`config.mk`:
```
export PLATFORM = sky130hd
export DESIGN_NAME = sbc_init_mode_config
export DESIGN_NICKNAME = d
export VERILOG_FILES = /design/src/sbc_spi_frame.v /design/src/sbc_init_mode_config.v
export VERILOG_INCLUDE_DIRS = /design/src
export SDC_FILE = /design/constraint.sdc
export NUM_CORES = 1
export LEC_CHECK = 0
export ABC_AREA = 1
export ABC_CLOCK_PERIOD_IN_PS = 2100
export BUFFER_PORTS_ARGS = -buffer_cell sky130_fd_sc_hd__buf_4
export CORE_MARGIN = 4
export CORE_UTILIZATION = 55
export DETAILED_ROUTE_END_ITERATION = 8
export GPL_TIMING_DRIVEN = 0
export PLACE_DENSITY = 0.8
export SETUP_SLACK_MARGIN = 0.02
export SYNTH_ARGS = -nofsm -noshare
export SYNTH_HDL_FRONTEND = slang
export SYNTH_SLANG_ARGS = --single-unit
```
`constraint.sdc`:
```
create_clock -name clk_sys -period 2.1 [get_ports clk_sys]
set_input_delay 0.21 -clock clk_sys [delete_from_list [all_inputs] [get_ports clk_sys]]
set_output_delay 0.21 -clock clk_sys [all_outputs]
set_load 0.1 [all_outputs]
```
`src/sbc_defines.vh`:
```
// constants of the initialisation and secured-mode configuration block
// Operation
// [RL1] io1 enable bit drives both io1 drivers
// [RL2] io0 enable bit drives both io0 drivers
// [RL3] cyclic sense: restore io0, off time drivers off
// [RL4] inversion set: opposite io0 driver during off time
// [RL5] misc register written only in init mode
// [RL6] random-code flag gates low-power entry
// [RL7] parity flag: check parity, else parity zero
// [RL8] interrupt pin pulses or holds low level
// [RL9] pulse width 100 us or 25 us
// [RL10] flash mode interrupt at half watchdog period
// [RL11] debug field 0xx off, 1xx selects safe mode
// [RL12] resistor mismatch sets debug flag
// [RL13] software debug code overrides hardware decode
// [RL14] valid secured write enters selected mode
// [RL15] master sends inverted random code
// [RL16] read command returns random code bits 5:0
// [RL17] return to init only from normal mode
// [RL18] safe pin low on partly inverted code in init
// [RL19] mismatched secured write is ignored
// [RL20] init-only writes outside init are discarded
`ifndef SBC_DEFINES_VH
`define SBC_DEFINES_VH

// ***********************************
// frame layout
// ***********************************
`define SBC_RW_READ       2'h0
`define SBC_RW_WRITE      2'h1
`define SBC_ADDR_IO       5'h07
`define SBC_ADDR_MISC     5'h08
`define SBC_ADDR_SPE      5'h09
`define SBC_FRAME_BITS    5'h10
`define SBC_HDR_LAST_BIT  5'h07
`define SBC_PARITY_BIT    8

// ***********************************
// register fields and reset values
// ***********************************
`define SBC_IO_CYC_INV    0
`define SBC_IO0_OUT_EN    1
`define SBC_IO1_OUT_EN    2
`define SBC_MISC_DBG_TOP  2
`define SBC_MISC_INT_FLSH 3
`define SBC_MISC_INT_WID  4
`define SBC_MISC_INT_LVL  5
`define SBC_MISC_PARITY   6
`define SBC_MISC_LP_RND   7
`define SBC_IO_RESET      8'h00
`define SBC_MISC_RESET    8'h00
`define SBC_SPE_RESET     8'h00
`define SBC_LFSR_SEED     6'h01

// ***********************************
// modes: select codes and device state
// ***********************************
`define SBC_SEL_RESET     2'h0
`define SBC_SEL_INIT      2'h1
`define SBC_SEL_FLASH     2'h2
`define SBC_MODE_RESET    2'h0
`define SBC_MODE_INIT     2'h1
`define SBC_MODE_FLASH    2'h2
`define SBC_MODE_NORMAL   2'h3

// ***********************************
// timing
// ***********************************
`define SBC_CLK_MHZ       200
`define SBC_INT_LONG_US   100
`define SBC_INT_SHORT_US  25
`define SBC_INT_LONG_CYC  15'h4E20 // 100 us at 200 MHz
`define SBC_INT_SHORT_CYC 15'h1388 // 25 us at 200 MHz

`endif

```
`src/sbc_spi_frame.v`:
```
// oversampled spi slave frame engine for the configuration block
`include "sbc_defines.vh"

module sbc_spi_frame (
  input  wire        clk_sys,
  input  wire        rst_n,
  input  wire        clk_en,
  input  wire        sclk,
  input  wire        mosi,
  input  wire        cs_n,
  input  wire [7:0]  tx_byte,
  output reg         miso,
  output reg         hdr_valid,
  output reg  [7:0]  hdr_byte,
  output reg         frame_valid,
  output reg  [15:0] frame_word
);

  reg        sclk_m;
  reg        sclk_q;
  reg        sclk_d;
  reg        cs_m;
  reg        cs_q;
  reg        cs_d;
  reg        mosi_m;
  reg        mosi_q;
  reg [4:0]  bit_cnt;
  reg [15:0] shift_in;
  reg [7:0]  shift_out;

  wire sclk_rise = sclk_q & ~sclk_d;
  wire sclk_fall = ~sclk_q & sclk_d;
  wire cs_end    = cs_q & ~cs_d;

  // two-flop pin synchronisers, third stage only for edges
  always @(posedge clk_sys or negedge rst_n) begin
    if (!rst_n) begin
      sclk_m <= 1'b0;
      sclk_q <= 1'b0;
      sclk_d <= 1'b0;
      cs_m   <= 1'b1;
      cs_q   <= 1'b1;
      cs_d   <= 1'b1;
      mosi_m <= 1'b0;
      mosi_q <= 1'b0;
    end else if (clk_en) begin
      sclk_m <= sclk;
      sclk_q <= sclk_m;
      sclk_d <= sclk_q;
      cs_m   <= cs_n;
      cs_q   <= cs_m;
      cs_d   <= cs_q;
      mosi_m <= mosi;
      mosi_q <= mosi_m;
    end
  end

  // shift in on rising, shift out on falling, msb first
  always @(posedge clk_sys or negedge rst_n) begin
    if (!rst_n) begin
      bit_cnt     <= 5'h00;
      shift_in    <= 16'h0000;
      shift_out   <= 8'h00;
      miso        <= 1'b0;
      hdr_valid   <= 1'b0;
      hdr_byte    <= 8'h00;
      frame_valid <= 1'b0;
      frame_word  <= 16'h0000;
    end else if (clk_en) begin
      hdr_valid   <= 1'b0;
      frame_valid <= 1'b0;
      if (cs_end) begin
        frame_valid <= (bit_cnt == `SBC_FRAME_BITS);
        frame_word  <= shift_in;
      end
      if (cs_q) begin
        bit_cnt <= 5'h00;
        miso    <= 1'b0;
      end else begin
        if (sclk_rise) begin
          shift_in <= {shift_in[14:0], mosi_q};
          if (bit_cnt != 5'h1F)
            bit_cnt <= bit_cnt + 5'h01;
          if (bit_cnt == `SBC_HDR_LAST_BIT) begin
            hdr_valid <= 1'b1;
            hdr_byte  <= {shift_in[6:0], mosi_q};
          end
        end
        if (sclk_fall) begin
          if (bit_cnt == 5'h08) begin
            shift_out <= tx_byte;
            miso      <= tx_byte[7];
          end else if (bit_cnt > 5'h08) begin
            miso      <= shift_out[6];
            shift_out <= {shift_out[6:0], 1'b0};
          end
        end
      end
    end
  end

endmodule // sbc_spi_frame

```
`src/sbc_init_mode_config.v`:
```
// initialisation registers, secured mode select, io and interrupt pin control
`include "sbc_defines.vh"

module sbc_init_mode_config #(
  parameter [14:0] INT_LONG_CYC  = `SBC_INT_LONG_CYC,
  parameter [14:0] INT_SHORT_CYC = `SBC_INT_SHORT_CYC
) (
  input  wire       clk_sys,
  input  wire       rst_n,
  input  wire       clk_en,
  input  wire       spi_sclk,
  input  wire       spi_mosi,
  input  wire       spi_cs_n,
  output wire       spi_miso,
  input  wire       mode_reset_done,
  input  wire       mode_normal_req,
  input  wire       lowpower,
  input  wire       cyc_active,
  input  wire       io0_hs_req,
  input  wire       io0_ls_req,
  input  wire       int_event,
  input  wire       int_clear,
  input  wire       wd_half_period,
  input  wire [1:0] dbg_hw_code,
  input  wire       dbg_flag_clear,
  output reg  [1:0] dev_mode,
  output reg        io1_drv_en,
  output reg        io0_hs_on,
  output reg        io0_ls_on,
  output reg        lowpower_random_entry,
  output reg        int_n,
  output reg        safe_n,
  output reg        dbg_mismatch,
  output reg        safe_override,
  output reg  [1:0] safe_mode_sel
);

  reg  [7:0]  io_pin_init_config;
  reg  [7:0]  misc_init_config;
  reg  [7:0]  secured_mode_register;
  reg  [5:0]  lfsr;
  reg  [5:0]  rnd_code;
  reg         code_armed;
  reg  [7:0]  tx_byte;
  reg         lp_d;
  reg         saved_hs;
  reg         saved_ls;
  reg  [14:0] int_cnt;
  reg  [1:0]  dbg_m;
  reg  [1:0]  dbg_q;
  wire        hdr_valid;
  wire [7:0]  hdr_byte;
  wire        frame_valid;
  wire [15:0] frame_word;

  // device mode state codes
  localparam [1:0] MD_RESET  = `SBC_MODE_RESET;
  localparam [1:0] MD_INIT   = `SBC_MODE_INIT;
  localparam [1:0] MD_FLASH  = `SBC_MODE_FLASH;
  localparam [1:0] MD_NORMAL = `SBC_MODE_NORMAL;

  // ***********************************
  // helpers
  // ***********************************
  function [5:0] lfsr_next;
    input [5:0] v;
    begin
      lfsr_next = {v[4:0], v[5] ^ v[4]};
    end
  endfunction

  // ***********************************
  // spi frame engine
  // ***********************************
  sbc_spi_frame u_spi (
    .clk_sys     (clk_sys),
    .rst_n       (rst_n),
    .clk_en      (clk_en),
    .sclk        (spi_sclk),
    .mosi        (spi_mosi),
    .cs_n        (spi_cs_n),
    .tx_byte     (tx_byte),
    .miso        (spi_miso),
    .hdr_valid   (hdr_valid),
    .hdr_byte    (hdr_byte),
    .frame_valid (frame_valid),
    .frame_word  (frame_word)
  );

  // frame decode
  wire [1:0] f_rw    = frame_word[15:14];
  wire [4:0] f_addr  = frame_word[13:9];
  wire [7:0] f_data  = frame_word[7:0];
  wire       par_on  = misc_init_config[`SBC_MISC_PARITY];
  wire       par_ok  = par_on ? ~(^frame_word)                      // [RL7]
                              : ~frame_word[`SBC_PARITY_BIT];       // [RL7]
  wire       wr_ok   = frame_valid & (f_rw == `SBC_RW_WRITE) & par_ok;
  wire       in_init = (dev_mode == `SBC_MODE_INIT);
  wire       wr_io   = wr_ok & (f_addr == `SBC_ADDR_IO) & in_init;     // [RL20]
  wire       wr_misc = wr_ok & (f_addr == `SBC_ADDR_MISC) & in_init;   // [RL5] [RL20]
  wire       wr_spe  = wr_ok & (f_addr == `SBC_ADDR_SPE);
  wire [1:0] sel     = f_data[7:6];
  wire       c_inv   = code_armed & (f_data[5:0] == ~rnd_code);        // [RL15] [RL19]
  wire       c_safe  = code_armed &
                       (f_data[5:0] == {rnd_code[5:4], ~rnd_code[3:0]});
  wire       go_init = wr_spe & c_inv & (sel == `SBC_SEL_INIT) &
                       (dev_mode == `SBC_MODE_NORMAL);                 // [RL17]
  wire       go_rst  = wr_spe & c_inv & (sel == `SBC_SEL_RESET);
  wire       go_fl   = wr_spe & c_inv & (sel == `SBC_SEL_FLASH);
  wire       go_safe = wr_spe & c_safe & (sel == `SBC_SEL_INIT) & in_init;

  // header decode for the read answer
  wire [1:0] h_rw    = hdr_byte[7:6];
  wire [4:0] h_addr  = hdr_byte[5:1];
  wire       rd_hdr  = hdr_valid & (h_rw == `SBC_RW_READ);

  // ***********************************
  // registers, random code and read answer
  // ***********************************
  always @(posedge clk_sys or negedge rst_n) begin
    if (!rst_n) begin
      io_pin_init_config    <= `SBC_IO_RESET;
      misc_init_config      <= `SBC_MISC_RESET;
      secured_mode_register <= `SBC_SPE_RESET;
      lfsr                  <= `SBC_LFSR_SEED;
      rnd_code              <= 6'h00;
      code_armed            <= 1'b0;
      tx_byte               <= 8'h00;
    end else if (clk_en) begin
      lfsr <= lfsr_next(lfsr);
      if (wr_io)
        io_pin_init_config <= f_data;
      if (wr_misc)
        misc_init_config <= f_data;
      // a secured write always consumes the code
      if (wr_spe) begin
        code_armed <= 1'b0;
        if (go_init | go_rst | go_fl | go_safe)
          secured_mode_register <= f_data;
      end
      if (hdr_valid) begin
        tx_byte <= 8'h00;
        if (rd_hdr && h_addr == `SBC_ADDR_SPE) begin
          rnd_code   <= lfsr;                                 // [RL16]
          code_armed <= 1'b1;
          tx_byte    <= {2'h0, lfsr};                         // [RL16]
        end else if (rd_hdr && h_addr == `SBC_ADDR_IO) begin
          tx_byte <= io_pin_init_config;
        end else if (rd_hdr && h_addr == `SBC_ADDR_MISC) begin
          tx_byte <= misc_init_config;
        end
      end
    end
  end

  // ***********************************
  // device mode state
  // ***********************************
  always @(posedge clk_sys or negedge rst_n) begin
    if (!rst_n) begin
      dev_mode <= `SBC_MODE_INIT;
      safe_n   <= 1'b1;
    end else if (clk_en) begin
      if (go_safe)
        safe_n <= 1'b0;                                       // [RL18]
      if (go_rst) begin
        dev_mode <= `SBC_MODE_RESET;                          // [RL14]
      end else if (go_fl) begin
        dev_mode <= `SBC_MODE_FLASH;                          // [RL14]
      end else if (go_init) begin
        dev_mode <= `SBC_MODE_INIT;                           // [RL14]
      end else begin
        case (dev_mode)
          MD_RESET: begin
            if (mode_reset_done)
              dev_mode <= MD_INIT;
          end
          MD_INIT, MD_FLASH: begin
            if (mode_normal_req)
              dev_mode <= MD_NORMAL;
          end
          MD_NORMAL: begin
            dev_mode <= MD_NORMAL;
          end
          default: begin
            dev_mode <= MD_INIT;
          end
        endcase
      end
    end
  end

  // ***********************************
  // io pin drivers and cyclic sense
  // ***********************************
  always @(posedge clk_sys or negedge rst_n) begin
    if (!rst_n) begin
      lp_d       <= 1'b0;
      saved_hs   <= 1'b0;
      saved_ls   <= 1'b0;
      io1_drv_en <= 1'b0;
      io0_hs_on  <= 1'b0;
      io0_ls_on  <= 1'b0;
    end else if (clk_en) begin
      lp_d       <= lowpower;
      io1_drv_en <= io_pin_init_config[`SBC_IO1_OUT_EN];      // [RL1]
      // keep the driver state seen just before low power
      if (lowpower && !lp_d) begin
        saved_hs <= io0_hs_on;
        saved_ls <= io0_ls_on;
      end
      if (!lowpower || !lp_d) begin
        io0_hs_on <= io0_hs_req & io_pin_init_config[`SBC_IO0_OUT_EN];  // [RL2]
        io0_ls_on <= io0_ls_req & io_pin_init_config[`SBC_IO0_OUT_EN];  // [RL2]
      end else if (cyc_active) begin
        io0_hs_on <= saved_hs;                                // [RL3]
        io0_ls_on <= saved_ls;                                // [RL3]
      end else if (io_pin_init_config[`SBC_IO_CYC_INV]) begin
        io0_hs_on <= saved_ls;                                // [RL4]
        io0_ls_on <= saved_hs;                                // [RL4]
      end else begin
        io0_hs_on <= 1'b0;                                    // [RL3]
        io0_ls_on <= 1'b0;                                    // [RL3]
      end
    end
  end

  // ***********************************
  // interrupt pin
  // ***********************************
  wire        int_fire = int_event | (wd_half_period &
                         misc_init_config[`SBC_MISC_INT_FLSH] &
                         (dev_mode == `SBC_MODE_FLASH));      // [RL10]
  wire [14:0] int_len  = misc_init_config[`SBC_MISC_INT_WID] ?
                         INT_SHORT_CYC : INT_LONG_CYC;        // [RL9]

  // pulse counter or held level, a new event wins over a clear
  always @(posedge clk_sys or negedge rst_n) begin
    if (!rst_n) begin
      int_cnt <= 15'h0000;
      int_n   <= 1'b1;
    end else if (clk_en) begin
      if (misc_init_config[`SBC_MISC_INT_LVL]) begin
        int_cnt <= 15'h0000;
        if (int_fire)
          int_n <= 1'b0;                                      // [RL8]
        else if (int_clear)
          int_n <= 1'b1;
      end else if (int_fire) begin
        int_cnt <= int_len - 15'h0001;                        // [RL9]
        int_n   <= 1'b0;                                      // [RL8]
      end else if (int_cnt != 15'h0000) begin
        int_cnt <= int_cnt - 15'h0001;
      end else begin
        int_n <= 1'b1;
      end
    end
  end

  // ***********************************
  // low power entry flag and debug resistor
  // ***********************************
  wire dbg_on = misc_init_config[`SBC_MISC_DBG_TOP];

  always @(posedge clk_sys or negedge rst_n) begin
    if (!rst_n) begin
      dbg_m                 <= 2'h0;
      dbg_q                 <= 2'h0;
      dbg_mismatch          <= 1'b0;
      safe_override         <= 1'b0;
      safe_mode_sel         <= 2'h0;
      lowpower_random_entry <= 1'b0;
    end else if (clk_en) begin
      dbg_m <= dbg_hw_code;
      dbg_q <= dbg_m;
      lowpower_random_entry <= misc_init_config[`SBC_MISC_LP_RND];  // [RL6]
      safe_override <= dbg_on;                                // [RL11]
      safe_mode_sel <= dbg_on ? misc_init_config[1:0] : dbg_q; // [RL13]
      if (dbg_on && (dbg_q != misc_init_config[1:0]))
        dbg_mismatch <= 1'b1;                                 // [RL12]
      else if (dbg_flag_clear)
        dbg_mismatch <= 1'b0;
    end
  end

endmodule // sbc_init_mode_config

```
==> results.md <==
| Parameter | Value |
|---|---|
| GP Congestion | 0.914 |
| Post-Syn Nets | 819 |
| Avg Cell Area, Syn | 8.24 sq um |
| Dpl cell area | 6960 sq um |
| Number of global-route vias before repair | 5,710 |
| Detailed Place HPWL | 10,600 um |
| Pin count of the biggest net entering global routing | 68 |
| Worst min path class | input port to register |
| Post-route minimum period | 2250 ps |
| Status | finished with violations |
| Total via count in the routed design | 5,781 |
| Ys flop type | sky130_fd_sc_hd__dfrtp_1 |
| Register-to-Register Path Depth | 17 |
| Setup slack after placement | -342 ps |
| Final worst setup slack | -150 ps |
| Routed WL | 16,500 um |
| Count of nets left with antenna violations after detail routing | 0 |
| Number of DRC markers in iteration 0 | 529 |
| Clk Tree Root Cell | sky130_fd_sc_hd__clkbuf_16 |
| Most frequent standard cell in the layout excluding fill and tap cells | sky130_fd_sc_hd__nand2_1 |
| Cell area after synthesis | 6490 sq um |
| Initial standard-cell utilization of the core | 56.6% |
| EDFF count, synth | 0 |
| Sequential-to-total area share from yosys stat | 51.4% |
| Share of layout cells above drive strength 1 | 22.1% |
| Peak supply drop | 0.658 mV |
| Count of max-cap constraint violations | 0 |
| DRC violation count after routing | 0 |
| Final setup fails | 15 |
| Latest clock arrival within the worst-skew pair | 440 ps |
| GR Util All Layers | 25.3% |
| Clock tree from TritonCTS | yes |
| Startpoint type of the worst setup path | register |
| 1st-pass router iterations | 5 |
| Number of clock buffers inserted by TritonCTS | 17 |
| Die Outline Area | 13,600 sq um |
| Register bit count reported by yosys | 133 |
| Total gr overflow | 0 |
| Number of pins exceeding their max-slew limit in the final report | 0 |
| Startpoint of the lowest-slack register-to-register path | dev_mode[0] |
| Final net count | 901 |
| Layout overhead on the synthesized area | 25.3% |
| IO buf count | 29 |
| Max Clock Freq | 0.444 GHz |
| Number of buffers on the longest clock path | 2 |
| Unique cell type count in the Yosys netlist | 45 |
| Worst Skew | 9.29 ps |
| Tightest Pin Transition | 668 ps |
| Data arrival time at the worst-slack endpoint | 2560 ps |
| Worst flop-to-flop path endpoint | int_cnt[14] |
| I/O pin total | 31 |
| Data required time of the worst path | 2410 ps |
| Horizontal extent of the die | 117 um |
| Synthesized instance count | 788 |
| Antenna violations before repair | 0 |
| Violated checks | negative setup slack |
| Leakage power | 3.97 nW |
| Number of diodes added for antenna fixing | 0 |
| Timing endpoint of the critical path | int_cnt[14] |
| Placeable Area | 11,500 sq um |
| Critical path's slowest cell | sky130_fd_sc_hd__dfstp_4 |
| Standard-cell row count | 39 |
| Number of sinks on the clock net | 133 |
| Count of endpoints failing hold in the final timing report | 0 |
| Start-to-end type of the worst setup path | register to register |
| Final period util | 107% |
| Unrepaired setup endpoints after global routing | true |
| Largest stage delay on the critical path | 470 ps |
| Total number of yosys warnings | 0 |
| Most frequent cells in the layout | sky130_fd_sc_hd__nand2_1, sky130_fd_sc_hd__dfrtp_1, sky130_fd_sc_hd__o21ai_0, sky130_fd_sc_hd__inv_1, sky130_fd_sc_hd__buf_4 |
| First-pass GRT wire length | 26,800 um |
| Per-cell routed wire length | 16.1 um |
| Series of cell instances along the critical path | inv_4 > ha_4 > nand3_4 > nand2_8 > buf_8 > nor2_4 > inv_2 > ha_4 > nand3_4 > inv_4 > nand2_4 > nor3_4 > nand2_2 > nor2_2 > a21oi_1 > o21ai_1 > o21ai_1 |
| Reg2Reg Setup Slack | -150 ps |
| Vias per Instance | 5.63 |
| Async set-reset flop share out of synthesis | 100% |
| Pwr per Cell Area | 1130 nW/um^2 |
| Clock transition at the registers of the reported paths | 60 ps |
| Slew headroom | 55.5% |
| Maximum fanout along the worst path | 6 |
| Capturing element type of the critical path | register |
| Die extent in y | 117 um |
| Final cell area excluding filler cells | 8130 sq um |
| Worst setup path startpoint | dev_mode[0] |
| Depth of the CTS H-tree | 4 |
-- flip-flops by register name, summed over array words and instances, names as in the netlist, 2 cells and up --
signal	cells
u_spi.frame_word	16
u_spi.shift_in	16
int_cnt	15
io_pin_init_config	8
misc_init_config	8
tx_byte	8
u_spi.hdr_byte	7
u_spi.shift_out	7
lfsr	6
rnd_code	6
u_spi.bit_cnt	5
dbg_m	2
dbg_q	2
dev_mode	2
safe_mode_sel	2
-- where the power goes --
part	internal, W	leakage, nW	switching, W
combinational	0.000878	1.98	0.00161
sequential	0.00312	1.69	0.000459
clock	0.00190	0.293	0.00123
total	0.00589	3.97	0.00330
-- what timing repair did --
| action | 4_1_cts | 5_1_grt |
|---|---|---|
| pin swaps | 14 | 13 |
| gates cloned | 1 | 1 |
| setup buffers | 16 | 9 |
| hold buffers | 6 | 0 |
| resized for setup | 25 | 48 |
| setup endpoints to repair | 31 | 46 |
| hold endpoints to repair | 68 | 0 |
-- worst max-delay path: cells and delay by family (launching register included) --
kind	cells	cell delay, ps
adders and majority gates	2	260
DFF	1	470
and+or+nand+nor	8	820
AOI/OAI and AO/OA	3	250
buffers and inverters	4	340
-- Yosys cell counts, types with 2 or more instances --
library cell | number | area share (%)
sky130_fd_sc_hd__xnor2_1 | 5 | 0.67
sky130_fd_sc_hd__inv_2 | 13 | 0.75
sky130_fd_sc_hd__o21ai_2 | 10 | 1.3
sky130_fd_sc_hd__xor2_1 | 7 | 0.94
sky130_fd_sc_hd__buf_6 | 3 | 0.52
sky130_fd_sc_hd__o21ai_0 | 94 | 7.2
sky130_fd_sc_hd__a32o_1 | 2 | 0.31
sky130_fd_sc_hd__o211ai_1 | 9 | 1.0
sky130_fd_sc_hd__nand3_2 | 3 | 0.46
sky130_fd_sc_hd__nor4_1 | 4 | 0.39
sky130_fd_sc_hd__o21ai_1 | 16 | 1.2
sky130_fd_sc_hd__a21oi_1 | 13 | 1.0
sky130_fd_sc_hd__nor3_1 | 4 | 0.31
sky130_fd_sc_hd__clkinv_1 | 4 | 0.23
sky130_fd_sc_hd__a31oi_1 | 2 | 0.19
sky130_fd_sc_hd__dfstp_2 | 7 | 2.8
sky130_fd_sc_hd__nor2_1 | 34 | 2.0
sky130_fd_sc_hd__nand3_1 | 31 | 2.4
sky130_fd_sc_hd__clkbuf_1 | 16 | 0.93
sky130_fd_sc_hd__a22oi_1 | 3 | 0.35
sky130_fd_sc_hd__o21bai_1 | 2 | 0.23
sky130_fd_sc_hd__nand4_1 | 6 | 0.58
sky130_fd_sc_hd__nand2_1 | 231 | 13
sky130_fd_sc_hd__ha_1 | 13 | 2.5
sky130_fd_sc_hd__nand2_2 | 5 | 0.48
sky130_fd_sc_hd__dfrtp_1 | 126 | 49
sky130_fd_sc_hd__o22ai_1 | 10 | 0.96
sky130_fd_sc_hd__nor2_2 | 3 | 0.29
sky130_fd_sc_hd__inv_1 | 96 | 5.6
-- kinds of logic (layout without fill, tap and decap cells) --
| group | count (synthesis) | in the layout | share of synthesized area (%) |
|---|---|---|---|
| AOI/OAI and AO/OA | 165 | 165 | 14.4 |
| DFF | 133 | 133 | 51.4 |
| adders and majority gates | 13 | 13 | 2.51 |
| buffers and inverters | 133 | 228 | 8.06 |
| and+or+nand+nor | 332 | 332 | 22.0 |
| xor gates and xnor gates | 12 | 12 | 1.62 |
-- per-layer routing --
metal	track usage [%]	part of all wire (%)
met1	30.6	40
met2	43.6	51
met3	5.34	6.1
met4	11.7	3.1
met5	0	0
-- how the worst min path moves through the flow --
stage          cells past startpoint  startpoint      endpoint
2_1_floorplan                      0       rst_n    code_armed
3_3_place_gp                       3    spi_sclk  u_spi.sclk_m
3_5_place_dp                       1       rst_n      dbg_m[0]
4_1_cts                            3    lowpower          lp_d
5_1_grt                            3    lowpower          lp_d
6_report                           3    lowpower          lp_d
-- layout make-up --
type | instances | area [sq um]
Clock inverter | 15 | 191
Inverter | 113 | 433
Sequential cell | 133 | 3340
Fill cell | 802 | 3330
Clock buffer | 17 | 425
Multi-Input combinational cell | 522 | 2890
Timing Repair Buffer | 63 | 562
Tap cell | 143 | 179
Buffer | 20 | 111
-- through the flow --
stage / TNS [ps] / util (%) / power (W) / hold slack [ps] / std cells
3_5_place_dp: -2500 / 60.7 / 0.00565 / 239 / 961
4_1_cts: -433 / 68.8 / 0.00896 / 10.1 / 1016
2_1_floorplan: -1250 / - / 0.00506 / -85.6 / 788
6_report: -980 / 70.9 / 0.00920 / 10.4 / 1026
3_3_place_gp: -1290 / 60.4 / 0.00552 / 411 / 960
5_1_grt: -2920 / 70.9 / 0.00973 / 13.1 / 1026
No activity file was read; power rests on OpenSTA's default activity.
